$ cat src/shared/ocs_pkg.sv
// Constants and types shared by the oscillator command interpreter.
package ocs_pkg;

  // ----------------------------------------------------------------
  // Clock and nonvolatile store timing
  // ----------------------------------------------------------------
  localparam int unsigned CLK_PERIOD_NS = 25;
  localparam int unsigned NV_STORE_TIME_NS = 10000000;
  localparam int unsigned NV_STORE_CYCLES = NV_STORE_TIME_NS / CLK_PERIOD_NS;

  // ----------------------------------------------------------------
  // Control byte layout
  // ----------------------------------------------------------------
  // Device-type code of the control byte; the value is arbitrary.
  localparam logic [3:0] DEVICE_TYPE_CODE = 4'h6;
  localparam int unsigned CTL_TYPE_MSB = 7;
  localparam int unsigned CTL_TYPE_LSB = 4;
  localparam int unsigned CTL_SEL_MSB = 3;
  localparam int unsigned CTL_SEL_LSB = 1;
  localparam int unsigned CTL_RW_BIT = 0;

  // ----------------------------------------------------------------
  // Command codes
  // ----------------------------------------------------------------
  localparam logic [7:0] CMD_ACCESS_DIVIDER = 8'h01;
  localparam logic [7:0] CMD_ACCESS_OUTPUT_SELECT = 8'h02;
  localparam logic [7:0] CMD_ACCESS_BUS_CONFIG = 8'h0d;
  localparam logic [7:0] CMD_COMMIT_NONVOLATILE = 8'h3f;

  // ----------------------------------------------------------------
  // Bus-configuration register fields and reset values
  // ----------------------------------------------------------------
  localparam int unsigned BUS_POLICY_BIT = 3;
  localparam int unsigned BUS_SEL_MSB = 2;
  localparam int unsigned BUS_SEL_LSB = 0;
  localparam logic [7:0] BUS_CONFIG_WRITE_MASK = 8'h0f;
  localparam logic [15:0] DIVIDER_RESET = 16'h0000;
  localparam logic [7:0] OUTPUT_SELECT_RESET = 8'h00;
  localparam logic [7:0] BUS_CONFIG_RESET = 8'h00;
  localparam logic [7:0] READ_FILL_BYTE = 8'h00;

  // ----------------------------------------------------------------
  // Serial transfer phases
  // ----------------------------------------------------------------
  typedef enum logic [1:0] {
    PH_IDLE,
    PH_ADDR,
    PH_RECEIVE,
    PH_TRANSMIT
  } ocs_phase_t;

endpackage

$ cat src/design/ocs_command_interpreter.sv
// Two-wire slave command interpreter with divider, output-select and bus registers.
// How it works
// Write: address with direction 0, acknowledged command byte, then data bytes.
// Read: command written first, repeated START, address resent with direction 1.
// Command 01 in a write loads following data bytes into divider register.
// Command 01 then read returns divider register contents.
// Command 02 in a write loads next data byte into output-select register.
// Command 02 then read returns output-select register contents.
// Command 0D in a write loads next byte into bus-configuration register.
// Command 0D then read returns bus-configuration register contents.
// Write policy 0: nonvolatile store updated automatically at end of each command.
// Write policy 1: divider and select stored only by command 3F, which copies both.
// Bus-configuration writes always go to nonvolatile store, whatever the policy.
// While a store runs, every transfer request gets a not-acknowledge.
// Acknowledge control byte only on matching type code and device select bits.
// Unknown command codes change no register and no nonvolatile content.
module ocs_command_interpreter
  import ocs_pkg::*;
#(
  parameter int unsigned STORE_CYCLES = NV_STORE_CYCLES
) (
  // Clock and synchronous active-low reset.
  input wire logic CLK,
  input wire logic RST_B,
  // Two-wire bus pins; SDA is open drain and pulled low while SDA_OE is high.
  input wire logic SCL_IN,
  input wire logic SDA_IN,
  output logic SDA_OUT,
  output logic SDA_OE,
  // Live register contents.
  output logic [15:0] DIVIDER_VALUE,
  output logic [7:0] OUTPUT_SELECT_VALUE,
  output logic [7:0] BUS_CONFIG_VALUE,
  // Nonvolatile store contents and activity.
  output logic [15:0] NV_DIVIDER,
  output logic [7:0] NV_OUTPUT_SELECT,
  output logic [7:0] NV_BUS_CONFIG,
  output logic NV_BUSY
);

  // ----------------------------------------------------------------
  // State
  // ----------------------------------------------------------------
  typedef struct packed {
    logic scl_s1;
    logic scl_s2;
    logic scl_d;
    logic sda_s1;
    logic sda_s2;
    logic sda_d;
    ocs_phase_t phase;
    logic [3:0] bit_cnt;
    logic in_ack;
    logic master_ack;
    logic [7:0] shift;
    logic have_cmd;
    logic [7:0] cmd;
    logic [1:0] byte_idx;
    logic sda_oe;
    logic [15:0] divider;
    logic [7:0] out_sel;
    logic [7:0] bus_cfg;
    logic [15:0] nv_divider;
    logic [7:0] nv_out_sel;
    logic [7:0] nv_bus_cfg;
    logic pend_dm;
    logic pend_bus;
    logic [31:0] busy_cnt;
    logic nv_busy;
  } ocs_state_t;

  ocs_state_t state_reg;
  ocs_state_t state_next;

  // Byte returned for a read, chosen by the last command and the byte position.
  function automatic logic [7:0] read_byte(input ocs_state_t s, input logic [1:0] idx);
    logic [7:0] b;
    b = READ_FILL_BYTE;
    case (s.cmd)
      CMD_ACCESS_DIVIDER: begin
        if (idx == 2'h0) begin
          b = s.divider[15:8];
        end else if (idx == 2'h1) begin
          b = s.divider[7:0];
        end
      end
      CMD_ACCESS_OUTPUT_SELECT: b = (idx == 2'h0) ? s.out_sel : READ_FILL_BYTE;
      CMD_ACCESS_BUS_CONFIG: b = (idx == 2'h0) ? s.bus_cfg : READ_FILL_BYTE;
      default: b = READ_FILL_BYTE;
    endcase
    return b;
  endfunction

  // ----------------------------------------------------------------
  // Next-state logic
  // ----------------------------------------------------------------
  logic scl_rise;
  logic scl_fall;
  logic start_cond;
  logic stop_cond;
  logic busy;
  logic addr_match;
  logic policy_auto;
  logic [7:0] tx_byte;

  // Edges and bus conditions are taken from the second and third flops only.
  always_comb begin
    scl_rise = state_reg.scl_s2 && !state_reg.scl_d;
    scl_fall = !state_reg.scl_s2 && state_reg.scl_d;
    start_cond = state_reg.scl_s2 && state_reg.scl_d && !state_reg.sda_s2 && state_reg.sda_d;
    stop_cond = state_reg.scl_s2 && state_reg.scl_d && state_reg.sda_s2 && !state_reg.sda_d;
    busy = state_reg.busy_cnt != 32'h0;
    policy_auto = !state_reg.bus_cfg[BUS_POLICY_BIT];
    addr_match = (state_reg.shift[CTL_TYPE_MSB:CTL_TYPE_LSB] == DEVICE_TYPE_CODE) &&
                 (state_reg.shift[CTL_SEL_MSB:CTL_SEL_LSB] ==
                  state_reg.bus_cfg[BUS_SEL_MSB:BUS_SEL_LSB]) && !busy;
    tx_byte = read_byte(state_reg, state_reg.byte_idx);

    state_next = state_reg;
    state_next.scl_s1 = SCL_IN;
    state_next.scl_s2 = state_reg.scl_s1;
    state_next.scl_d = state_reg.scl_s2;
    state_next.sda_s1 = SDA_IN;
    state_next.sda_s2 = state_reg.sda_s1;
    state_next.sda_d = state_reg.sda_s2;

    // The store timer counts down; the device is deaf until it expires.
    if (busy) begin
      state_next.busy_cnt = state_reg.busy_cnt - 32'h1;
    end

    if (start_cond) begin
      // A repeated START keeps the command so a read can follow it.
      state_next.phase = PH_ADDR;
      state_next.bit_cnt = 4'h0;
      state_next.in_ack = 1'b0;
      state_next.sda_oe = 1'b0;
    end else if (stop_cond) begin
      // End of command: start a store for whatever is pending.
      state_next.phase = PH_IDLE;
      state_next.sda_oe = 1'b0;
      state_next.in_ack = 1'b0;
      if ((state_reg.pend_dm || state_reg.pend_bus) && !busy) begin
        if (state_reg.pend_dm) begin
          state_next.nv_divider = state_reg.divider;
          state_next.nv_out_sel = state_reg.out_sel;
        end
        if (state_reg.pend_bus) begin
          state_next.nv_bus_cfg = state_reg.bus_cfg;
        end
        state_next.pend_dm = 1'b0;
        state_next.pend_bus = 1'b0;
        state_next.busy_cnt = 32'(STORE_CYCLES);
      end
    end else if (state_reg.phase != PH_IDLE) begin
      if (scl_rise) begin
        if (state_reg.in_ack) begin
          state_next.master_ack = !state_reg.sda_s2;
        end else if (state_reg.bit_cnt != 4'h8) begin
          if (state_reg.phase != PH_TRANSMIT) begin
            state_next.shift = {state_reg.shift[6:0], state_reg.sda_s2};
          end
          state_next.bit_cnt = state_reg.bit_cnt + 4'h1;
        end
      end else if (scl_fall) begin
        if (state_reg.in_ack) begin
          // Ninth clock over: release the line or drive the next read byte.
          state_next.in_ack = 1'b0;
          state_next.bit_cnt = 4'h0;
          state_next.sda_oe = 1'b0;
          if (state_reg.phase == PH_TRANSMIT) begin
            if (state_reg.master_ack) begin
              state_next.shift = tx_byte;
              state_next.sda_oe = !tx_byte[7];
            end else begin
              state_next.phase = PH_IDLE;
            end
          end
        end else if (state_reg.bit_cnt == 4'h8) begin
          // Byte complete: decide the acknowledge and act on the byte.
          state_next.in_ack = 1'b1;
          state_next.sda_oe = 1'b0;
          case (state_reg.phase)
            PH_ADDR: begin
              if (addr_match) begin
                state_next.sda_oe = 1'b1;
                state_next.byte_idx = 2'h0;
                state_next.master_ack = 1'b1;
                if (state_reg.shift[CTL_RW_BIT]) begin
                  state_next.phase = PH_TRANSMIT;
                end else begin
                  state_next.phase = PH_RECEIVE;
                  state_next.have_cmd = 1'b0;
                end
              end else begin
                state_next.phase = PH_IDLE;
                state_next.in_ack = 1'b0;
              end
            end
            PH_RECEIVE: begin
              state_next.sda_oe = 1'b1;
              if (!state_reg.have_cmd) begin
                state_next.cmd = state_reg.shift;
                state_next.have_cmd = 1'b1;
                state_next.byte_idx = 2'h0;
                if (state_reg.shift == CMD_COMMIT_NONVOLATILE) begin
                  state_next.pend_dm = 1'b1;
                end
              end else begin
                if (state_reg.byte_idx != 2'h3) begin
                  state_next.byte_idx = state_reg.byte_idx + 2'h1;
                end
                case (state_reg.cmd)
                  CMD_ACCESS_DIVIDER: begin
                    if (state_reg.byte_idx == 2'h0) begin
                      state_next.divider[15:8] = state_reg.shift;
                    end else if (state_reg.byte_idx == 2'h1) begin
                      state_next.divider[7:0] = state_reg.shift;
                    end
                    if (policy_auto) begin
                      state_next.pend_dm = 1'b1;
                    end
                  end
                  CMD_ACCESS_OUTPUT_SELECT: begin
                    if (state_reg.byte_idx == 2'h0) begin
                      state_next.out_sel = state_reg.shift;
                    end
                    if (policy_auto) begin
                      state_next.pend_dm = 1'b1;
                    end
                  end
                  CMD_ACCESS_BUS_CONFIG: begin
                    if (state_reg.byte_idx == 2'h0) begin
                      state_next.bus_cfg = state_reg.shift & BUS_CONFIG_WRITE_MASK;
                      state_next.pend_bus = 1'b1;
                    end
                  end
                  default: state_next.cmd = state_reg.cmd;
                endcase
              end
            end
            PH_TRANSMIT: begin
              // Byte sent; step to the next one while the master acknowledges.
              if (state_reg.byte_idx != 2'h3) begin
                state_next.byte_idx = state_reg.byte_idx + 2'h1;
              end
            end
            default: state_next.phase = PH_IDLE;
          endcase
        end else if (state_reg.phase == PH_TRANSMIT && state_reg.bit_cnt != 4'h0) begin
          // Next read bit goes out while the clock is low.
          state_next.shift = {state_reg.shift[6:0], 1'b0};
          state_next.sda_oe = !state_reg.shift[6];
        end
      end
    end
    state_next.nv_busy = state_next.busy_cnt != 32'h0;
  end

  // ----------------------------------------------------------------
  // State register
  // ----------------------------------------------------------------
  // Synchronous reset; line samplers start at the idle-high bus level.
  always_ff @(posedge CLK) begin
    if (!RST_B) begin
      state_reg <= '0;
      state_reg.scl_s1 <= 1'b1;
      state_reg.scl_s2 <= 1'b1;
      state_reg.scl_d <= 1'b1;
      state_reg.sda_s1 <= 1'b1;
      state_reg.sda_s2 <= 1'b1;
      state_reg.sda_d <= 1'b1;
      state_reg.phase <= PH_IDLE;
      state_reg.divider <= DIVIDER_RESET;
      state_reg.out_sel <= OUTPUT_SELECT_RESET;
      state_reg.bus_cfg <= BUS_CONFIG_RESET;
      state_reg.nv_divider <= DIVIDER_RESET;
      state_reg.nv_out_sel <= OUTPUT_SELECT_RESET;
      state_reg.nv_bus_cfg <= BUS_CONFIG_RESET;
    end else begin
      state_reg <= state_next;
    end
  end

  // ----------------------------------------------------------------
  // Outputs, all but the constant SDA_OUT taken from the state register
  // ----------------------------------------------------------------
  // Open-drain data: the driven level is always low.
  assign SDA_OUT = 1'b0;
  assign SDA_OE = state_reg.sda_oe;
  assign DIVIDER_VALUE = state_reg.divider;
  assign OUTPUT_SELECT_VALUE = state_reg.out_sel;
  assign BUS_CONFIG_VALUE = state_reg.bus_cfg;
  assign NV_DIVIDER = state_reg.nv_divider;
  assign NV_OUTPUT_SELECT = state_reg.nv_out_sel;
  assign NV_BUS_CONFIG = state_reg.nv_bus_cfg;
  assign NV_BUSY = state_reg.nv_busy;

endmodule

$ cat config.mk
export PLATFORM = sky130hd
export DESIGN_NAME = ocs_command_interpreter
export DESIGN_NICKNAME = d
export VERILOG_FILES = /design/src/shared/ocs_pkg.sv /design/src/design/ocs_command_interpreter.sv
export SDC_FILE = /design/constraint.sdc
export NUM_CORES = 1
export LEC_CHECK = 0
export CAP_MARGIN = 40
export CORE_UTILIZATION = 30
export DETAILED_ROUTE_END_ITERATION = 6
export DONT_BUFFER_PORTS = 1
export PLACE_DENSITY_LB_ADDON = 0.3
export SYNTH_ARGS = -nofsm -noshare
export SYNTH_HDL_FRONTEND = slang
export SYNTH_SLANG_ARGS = --single-unit
$ cat constraint.sdc
create_clock -name CLK -period 3.77 [get_ports CLK]
set_clock_uncertainty 0.1 [all_clocks]
set_input_delay 0.754 -clock CLK [delete_from_list [all_inputs] [get_ports CLK]]
set_output_delay 0.754 -clock CLK [all_outputs]
set_load 0.005 [all_outputs]
# Word level (Yosys, flattened, before mapping)
# Index checks and enable logic that the tools add are counted.
classes:
  bitwise: 7
  reduce_logical: 64
  addsub: 3
  muxes: 87
  eq_ne: 39
op_table:
  columns: ["op", "n"]
  rows:
  - ["$mux 32", 7]
  - ["$mux 8", 17]
  - ["$mux 59", 2]
  - ["$reduce_and 11->1", 6]
  - ["$reduce_bool 32->1", 2]
  - ["$mux 44", 1]
  - ["$mux 34", 1]
  - ["$mux 4", 8]
  - ["$sub 32x1->32 const B", 1]
  - ["$mux 2", 15]
  - ["$reduce_and 9->1", 3]
  - ["$mux 1", 24]
  - ["$pmux 8 s3", 1]
  - ["$reduce_bool 2->1", 12]
  - ["$mux 11", 2]
  - ["$ne 3x2->1 const B", 6]
  - ["$reduce_bool 3->1", 6]
  - ["$mux 16", 1]
  - ["$ne 2x1->1 const B", 8]
  - ["$ne 2x2->1 const B", 7]
  - ["$reduce_and 7->1", 2]
  - ["$reduce_and 12->1", 1]
  - ["$reduce_and 4->1", 3]
  - ["$logic_and 1x1->1", 11]
  - ["other kinds (33)", 53]
totals:
  inputBits: 4
  ff_bits: 125
  output_inout_bits: 67
  word_cells: 227

# Longest topological paths before layout
# Gate-level depths: netlist of run 1.
depth:
  word_depth: 13
  ltp_mapped: 12
  mapped_depth_nobuf: 9

# Worst setup path before layout of run 1
# OpenSTA, ideal clock, no wires.
synth_path:
  path_type: "flip-flop to flip-flop"
  startpoint: "reg state_reg[1] (netlist bit)"
  endpoint: "reg state_reg, in the netlist NV_BUSY"
  setup_slack_ns: 1.299
  path_buffers: 1
  synth_period_minus_slack_ns: 2.471
  t_arrival_ns: 2.239
  setup_time_ns: 0.133
  stages_incl_launch_ff: 11
  required_time_ns: 3.537
  path_cell_list: "dfxtp_1 inv_1 ha_1 nor3b_4 nand3_1 buf_2 or3_1 o41ai_1 o311ai_0 nor3_1 a31oi_1"
synth_via:
  elab_chain_len: 7
  word_cells_on_any_way: 9
  cone_classes: "add/sub (1); mux (4); reduce/logical (4)"
synth_lines:
  columns: ["element", "line", "rtl"]
  rows:
  - ["start, declared", "ocs_command_interpreter.sv:72", "ocs_state_t state_reg;"]
  - ["start signal, assigned", "ocs_command_interpreter.sv:281", "state_reg <= state_next;"]
  - ["parallel branches: the longest is 5 deep, another holds $sub 32x1->32", null, null]
  - ["$mux 32 *", "ocs_command_interpreter.sv:132", "if (start_cond) begin"]
  - ["$reduce_bool 32->1 *", "ocs_command_interpreter.sv:257", "state_next.nv_busy = state_next.busy_cnt != 32'h0;"]
# Mark *: on every way between the ends. The select of a mux whose other input is x is not followed.
# A chain may end at the register's enable or synchronous reset.

# Worst setup path after layout of run 1
# Same ends and word-level chain as after synthesis.

==> impl_metrics.toml, run 1 <==
[logic_synthesis]
synth-seq-area-share_pct = 37.0
netlist_area_um2 = 6760
synth_top_cell_area_share_pct = 37.0
yosys_register_bits = 125
yosysUniqueCellTypes = 70
synth_ff_type = "dfxtp_1"
synth-async-reset-ratio_pct = 0
synth.area.top_cells = "dfxtp_1, buf_4, mux2i_1, nor2_1, nand2_1"
syn_inst = 807
synth_top_cell_by_area = "dfxtp_1"
synth.avg_cell_area_um2 = 8.38
synth_edf_count = 0
yosys_warnings = 0

[timing]
fmax_ghz = 0.334
fin_setup_tns_ns = 0
tightest_slew_ns = 0.916
hold_viol_final = 0
slew_headroom_pct = 38.9
whs_ns = 0.307
finalSetupViolations = 0
fin_crit_ns = 2.99
final_max_slew_viol_count = 0
period_share_pct = 79.4
rsz0062_at_grt = "false"

[place]
io_buffers = 0
placed_cell_area_um2 = 6540
dp_cells = 998
dp_hpwl_mm = 11.6
gp_congestion = 0.877

[grt]
grt_max_degree = 78
grt_pass1_wl_mm = 27.5
use_met2_pct = 22.8
grt_use_met3_pct = 3.39
busiest_layer = "met2"
grt_usage_pct = 14.8
met1_usage_pct = 20.0
grt_overflow_total = 0
antenna_found_initial = 0
grt_pass1_vias = 5019

[critical_path]
cp_slowest_cell = "or3_4"
path_buf_inv = 2
critPathCaptureType = "register"
path_cells = "inv_1 -> ha_1 -> nor3b_4 -> nand3_1 -> buf_4 -> or3_4 -> o21ai_0 -> nand4b_1 -> nor3_1 -> a31oi_1"
path_class = "register to register"
crit_arrival_ns = 3.18
critPathMaxStageDelay_ns = 0.48
crit_required_ns = 3.96
cp_top_family = "simple AND/OR/NAND/NOR gates"
crit_fanout = 12
critPathLaunchType = "register"

[die]
initial_core_util_pct = 30.8
chipHeight_um = 152
core_um2 = 22000
dieArea_um2 = 23100
placementRows = 54
io_pins = 71
die_w_um = 152

[final_layout]
largest_reg_flops = 63
final_common_cell = "dfxtp_1"
instances_no_fill = 1030
multi_input_area_um2 = 3510
fillers = 2315
seq_area_um2 = 2500
drive_above_1_share_pct = 9.47
antenna_cells = 0
fin_area_um2 = 7130
layout_common_cells = "dfxtp_1, nor2_1, nand2_1"
syn_to_final_growth_pct = 5.44
final_net_count = 752

[pwr]
power_leakage_nw = 2.59
p_sw_mw = 2.28
power_density_nw_per_um2 = 773
clkPwrFrac_pct = 29.4
peakVddDrop_v = 0.000375
p_total_mw = 5.51
pwr-share-comb_pct = 39.1
intPower_mw = 3.23
switching_share_pct = 41.3
seqPwrFrac_pct = 31.5

[status]
violations = "design-rule violations"
outcome = "finished with violations"

[routing]
drc = 18
wl_per_cell_um = 16.2
vias = 5280
ant_nets = 0
initialDrtViolationCount = 484
vias_per_cell = 5.13
first_pass_iters = 7
routed_wl_mm = 16.7

[clock_tree]
clock_path_buffers = 2
numClockSinks = 125
cts_setup_buffers = 0
clock_latency_ns = 0.43
ctsResizeCount = 0
cts-buffers-inserted = 17
cts.clk_slew.worst_paths_ns = 0.06
h-tree-depth = 4
cts_tree = "built"
cts-root-buf = "clkbuf_16"
cts_hold_buf = 0

[run]
maxCapViolCount = 0

[hold_path]
hold_class = "input pin to register"
==> Yosys cell counts (8+ instances only) <==
| cell type | count |
|---|---|
| dfxtp_1 | 125 |
| nor2_1 | 91 |
| nand2_1 | 87 |
| buf_4 | 67 |
| a21oi_1 | 61 |
| mux2i_1 | 43 |
| clkbuf_1 | 28 |
| o21ai_0 | 23 |
| nand3_1 | 19 |
| nor3_1 | 19 |
| a211oi_1 | 18 |
| inv_1 | 18 |
| xnor2_1 | 17 |
| nand4_1 | 13 |
| nand2b_1 | 12 |
| and2_1 | 11 |
| ha_1 | 11 |
| buf_2 | 9 |
| xor2_1 | 9 |
| a31oi_1 | 8 |
==> per-layer routing <==
layer,share of wire [%],wire length (um)
met3,4.9,821
met2,46,7640
met5,0,0
met4,1.6,268
met1,48,7970
==> kinds of logic (layout without fill, tap and decap cells) <==
group                      after synthesis  in the layout  synth area share (%)
xor gates and xnor gates                26             26                  3.37
adders and majority gates               11             11                  2.04
other                                    1              9                0.0555
buffers and inverters                  127             62                  11.5
AOI/OAI and AO/OA                      153            153                  14.6
muxes                                   44             44                  6.53
DFF                                    125            125                  37.0
and+or+nand+nor                        320            320                  24.9
==> worst paths after layout <==
kind	from	to	slack, ns	cells after the start
max	state_reg[1]	NV_BUSY	0.78	10
min	RST_B	state_reg[130]	0.31	1
max reg2reg	state_reg[1]	NV_BUSY	0.78	10
min reg2reg	state_next[128]	state_next[127]	0.32	1
==> final cells by class <==
class,instances,share of cell area [%]
clock buffer,17,5.97
inverter,18,0.965
tap,280,4.91
sequential,125,35.1
timing repair buffer,12,1.44
multi-input combinational,563,49.3
clock inverter,15,2.35
==> per-stage QoR <==
step                      setup WS, ns  utilization, %
after CTS                        0.798            32.5
final                            0.777            32.5
after floorplan                   1.30               -
after global routing             0.619            32.5
after global placement           0.858            29.8
after detailed placement         0.798            29.8
==> power by group through the flow <==
| stage | Combinational, mW | Sequential (mW) | Clock, mW |
|---|---|---|---|
| floorplan | 1.87 | 1.65 | 0 |
| global placement | 2.13 | 1.76 | 0 |
| detailed placement | 2.13 | 1.76 | 0 |
| CTS | 2.14 | 1.73 | 1.67 |
| global route | 2.40 | 1.76 | 1.72 |
| finish | 2.16 | 1.74 | 1.62 |
Power figures use the tool's default switching activity.
==> inputs of run 2 (changes only) <==
==> constraint.sdc (replaced) <==
create_clock -name CLK -period 2.8 [get_ports CLK]
set_clock_uncertainty 0.1 [all_clocks]
set_input_delay 0.56 -clock CLK [delete_from_list [all_inputs] [get_ports CLK]]
set_output_delay 0.56 -clock CLK [all_outputs]
set_load 0.005 [all_outputs]
==> run 2 against run 1 <==
The flow still finishes with violations (design-rule violations). Sequential share of layout area shrank 1.4 points. Final area grew 4.1%. Maximum frequency grew 13%. Sequential cell count stayed put. Non-clock buffer count grew 30. Critical path depth down 3. Sequential power rose by 34%. Power grew 40%. Worst hold slack got worse by 0.20 ns. Global-route usage rose by 0.28 points. Largest cell class unchanged. Highest routed layer unchanged.
==> impl_metrics.toml, run 2 (same netlist as run 1, synthesis figures left out) <==
[pwr]
p_total_mw = 7.73
power_leakage_nw = 2.75
pwr-share-comb_pct = 41.5
clkPwrFrac_pct = 28.3
peakVddDrop_v = 0.000474
p_sw_mw = 3.14
seqPwrFrac_pct = 30.2
switching_share_pct = 40.6
intPower_mw = 4.60
power_density_nw_per_um2 = 1040

[final_layout]
final_net_count = 782
fin_area_um2 = 7420
drive_above_1_share_pct = 13.6
final_common_cell = "dfxtp_1"
antenna_cells = 0
syn_to_final_growth_pct = 9.72
largest_reg_flops = 63
fillers = 2290
layout_common_cells = "dfxtp_1, nor2_1, nand2_1"
instances_no_fill = 1060

[critical_path]
crit_arrival_ns = 2.84
path_class = "register to register"
critPathLaunchType = "register"
crit_required_ns = 2.99
reg2reg_depth = 7
critPathCaptureType = "register"
crit_fanout = 12

[routing]
first_pass_iters = 7
wl_per_cell_um = 15.9
initialDrtViolationCount = 379
routed_wl_mm = 16.8
vias_per_cell = 5.06
drc = 18
vias = 5366
ant_nets = 0

[die]
initial_core_util_pct = 30.8
chipHeight_um = 152
dieArea_um2 = 23100
core_um2 = 22000
io_pins = 71
placementRows = 54
die_w_um = 152

[clock_tree]
cts_setup_buffers = 0
cts.clk_slew.worst_paths_ns = 0.07
cts_tree = "built"
cts-buffers-inserted = 17
numClockSinks = 125
h-tree-depth = 4
clock_latency_ns = 0.43
clock_path_buffers = 2
cts-root-buf = "clkbuf_16"
cts_hold_buf = 0
ctsResizeCount = 0

[status]
outcome = "finished with violations"
violations = "design-rule violations"

[timing]
hold_viol_final = 0
rsz0062_at_grt = "false"
layout_setup_ws_ns = 0.150
tightest_slew_ns = 0.776
fin_crit_ns = 2.65
fin_setup_tns_ns = 0
finalSetupViolations = 0
slew_headroom_pct = 47.7
period_share_pct = 94.6
fmax_ghz = 0.377
final_max_slew_viol_count = 0

[grt]
grt_overflow_total = 0
grt_pass1_vias = 5118
grt_max_degree = 84
grt_pass1_wl_mm = 27.8
grt_usage_pct = 15.1
antenna_found_initial = 0

[place]
gp_congestion = 0.837
dp_slack_ns = 0.102
dp_cells = 1028
io_buffers = 0
placed_cell_area_um2 = 6790
dp_hpwl_mm = 12.0

[hold_path]
whs_path_depth = 1
hold_class = "input pin to register"

[run]
maxCapViolCount = 0
==> run 2: through the flow <==
| step | hold slack (ns) | utilization, % |
|---|---|---|
| 6_report | 0.106 | 33.8 |
| 3_5_place_dp | 0.300 | 30.9 |
| 5_1_grt | 0.104 | 33.8 |
| 4_1_cts | 0.0936 | 33.6 |
| 2_1_floorplan | 0.286 | - |
| 3_3_place_gp | 0.301 | 30.9 |
==> run 2: per-layer routing <==
| metal | up-vias | global-route usage, % | part of all wire, % |
|---|---|---|---|
| met2 | 125 | 24.2 | 46 |
| met5 | - | 0 | 0 |
| met4 | 0 | 4.37 | 1.1 |
| met1 | 2545 | 20.0 | 48 |
| li1 | 2680 | - | - |
| met3 | 16 | 3.62 | 4.3 |
==> run 2: worst max-delay path, stage by stage, from the launching register on <==
cell and delay, ns:
dfxtp_1 0.42, nor4_4 0.44, nand3_2 0.20, or3_4 0.53
nor2_1 0.26, o22ai_1 0.15, nor3_1 0.30, a31oi_1 0.13
==> run 2: final cells by class <==
class | instances | area (um2) | area share [%]
Clock inverter | 15 | 170 | 2.29
Inverter | 18 | 68.8 | 0.928
Sequential cell | 125 | 2500 | 33.7
Timing Repair Buffer | 42 | 353 | 4.76
Tap cell | 280 | 350 | 4.72
Clock buffer | 17 | 425 | 5.74
Multi-Input combinational cell | 563 | 3550 | 47.8
==> run 2: worst paths after layout <==
kind | start | to | slack (ns)
max | state_reg[10] | NV_BUSY | 0.15
min | RST_B | state_reg[130] | 0.11
min reg2reg | state_next[128] | state_next[127] | 0.31
max reg2reg | state_reg[10] | NV_BUSY | 0.15
==> run 2: power groups by stage <==
stage               Combinational (mW)  Sequential (mW)  Clock (mW)
floorplan                         2.51             2.22           0
CTS                               3.15             2.32        2.25
global route                      3.56             2.37        2.32
detailed placement                3.14             2.35           0
global placement                  3.16             2.36           0
finish                            3.21             2.33        2.19
==> inputs of run 3 (changes only) <==
--- a/config.mk
+++ b/config.mk
@@ -6,6 +6,7 @@
 export NUM_CORES = 1
 export LEC_CHECK = 0
 export CAP_MARGIN = 40
+export CORE_ASPECT_RATIO = 0.7
 export CORE_UTILIZATION = 30
 export DETAILED_ROUTE_END_ITERATION = 6
 export DONT_BUFFER_PORTS = 1
==> run 3 against run 2 <==
The run now ends clean. Worst setup slack worse by 0.050 ns. Die area hardly changed. Critical path depth stayed put. Sequential cell count stayed put. Largest cell class unchanged. Highest routed layer unchanged. Sequential power hardly changed. Final area is 0.35% higher. Utilization is 0.21 points higher. Register-to-register slack worse by 0.05 ns. Maximum frequency is 1.8% lower.
==> impl_metrics.toml, run 3 (same netlist as run 1, synthesis figures left out) <==
[die]
chipHeight_um = 128
initial_core_util_pct = 30.9
die_w_um = 181
core_um2 = 21900
dieArea_um2 = 23100
placementRows = 45
io_pins = 71

[critical_path]
path_class = "register to register"
critPathCaptureType = "register"
crit_fanout = 12
critPathLaunchType = "register"
crit_required_ns = 2.99
crit_arrival_ns = 2.89

[routing]
vias = 5484
wl_per_cell_um = 16.7
ant_nets = 0
first_pass_iters = 7
initialDrtViolationCount = 450
vias_per_cell = 5.14
drc = 0
routed_wl_mm = 17.8

[clock_tree]
cts.clk_slew.worst_paths_ns = 0.06
h-tree-depth = 4
cts-buffers-inserted = 17
cts_tree = "built"
cts_setup_buffers = 0
numClockSinks = 125
cts-root-buf = "clkbuf_16"
clock_path_buffers = 2
clock_latency_ns = 0.43

[final_layout]
drive_above_1_share_pct = 13.9
final_common_cell = "dfxtp_1"
syn_to_final_growth_pct = 10.1
fin_area_um2 = 7440
layout_common_cells = "dfxtp_1, nor2_1, nand2_1"
instances_no_fill = 1066
largest_reg_flops = 63
antenna_cells = 0
final_net_count = 786

[hold_path]
hold_class = "input pin to register"

[grt]
grt_usage_pct = 15.8
grt_pass1_vias = 4984
grt_pass1_wl_mm = 28.4
grt_overflow_total = 0
antenna_found_initial = 0
grt_max_degree = 58

[status]
outcome = "completed"

[timing]
fin_setup_tns_ns = 0
tightest_slew_ns = 0.689
rsz0062_at_grt = "false"
finalSetupViolations = 0
fin_crit_ns = 2.70
slew_headroom_pct = 53.5
fmax_ghz = 0.370
hold_viol_final = 0
period_share_pct = 96.4
final_max_slew_viol_count = 0
whs_ns = 0.110

[place]
placed_cell_area_um2 = 6830
dp_hpwl_mm = 12.8
gp_congestion = 0.881
dp_cells = 1034
io_buffers = 0

[pwr]
power_density_nw_per_um2 = 1050
peakVddDrop_v = 0.000540
power_leakage_nw = 2.77

[run]
maxCapViolCount = 0
[run 3: changes by cell type in the layout (fill, tap and decap cells not counted), sizes merged]
| cell | previous run | this run |
|---|---|---|
| clkinv | 7 | 4 |
| inv | 25 | 28 |
| buf | 42 | 46 |
[run 3: final cells by class]
type,instances,area [um2]
tap,282,353
clock inverter,15,160
timing repair buffer,46,395
sequential,125,2500
fill,2281,14500
multi-input combinational,563,3540
inverter,18,68.8
clock buffer,17,425
[run 3: worst paths after layout]
kind / cells after the start / slack [ns] / start / to
worst max-delay path: 7 / 0.10 / state_reg[10] / NV_BUSY
worst min-delay path: 1 / 0.11 / RST_B / state_reg[130]
worst max register to register: 7 / 0.10 / state_reg[10] / NV_BUSY
worst min register to register: 1 / 0.32 / state_next[128] / state_next[127]
[run 3: report_power, final]
part	switching (mW)	internal (mW)
clock	0.997	1.20
sequential	0.344	1.98
combinational	1.87	1.39
[run 3: timing repair]
item / in CTS / in global routing
resized for setup: 0 / 5
endpoints found under the setup margin: 0 / 3
hold buffers: 0 / 0
[run 3: stage by stage]
stage               setup WS (ns)  power, mW  utilization (%)
finish                      0.101       7.78             34.0
detailed placement          0.202       5.52             31.2
global placement           0.0835       5.55             31.2
floorplan                   0.329       4.73                -
CTS                         0.182       7.76             33.9
global route               0.0156       8.27             34.0
[run 3: critical path: stages (launching register included)]
cell and delay, ns:
dfxtp_1 0.36, nor4_4 0.44, nand3_2 0.24, or3_4 0.54, nor2_1 0.25, o22ai_1 0.13
nor3_1 0.34, a31oi_1 0.15
[run 3: layer usage]
layer / wire [um] / part of all wire, % / track usage, % / up-vias
li1: - / - / - / 2699
met1: 9410 / 53 / 24.0 / 2591
met2: 6730 / 38 / 19.8 / 176
met3: 1470 / 8.2 / 5.96 / 18
met4: 174 / 0.98 / 4.49 / 0
met5: 0 / 0 / 0 / -
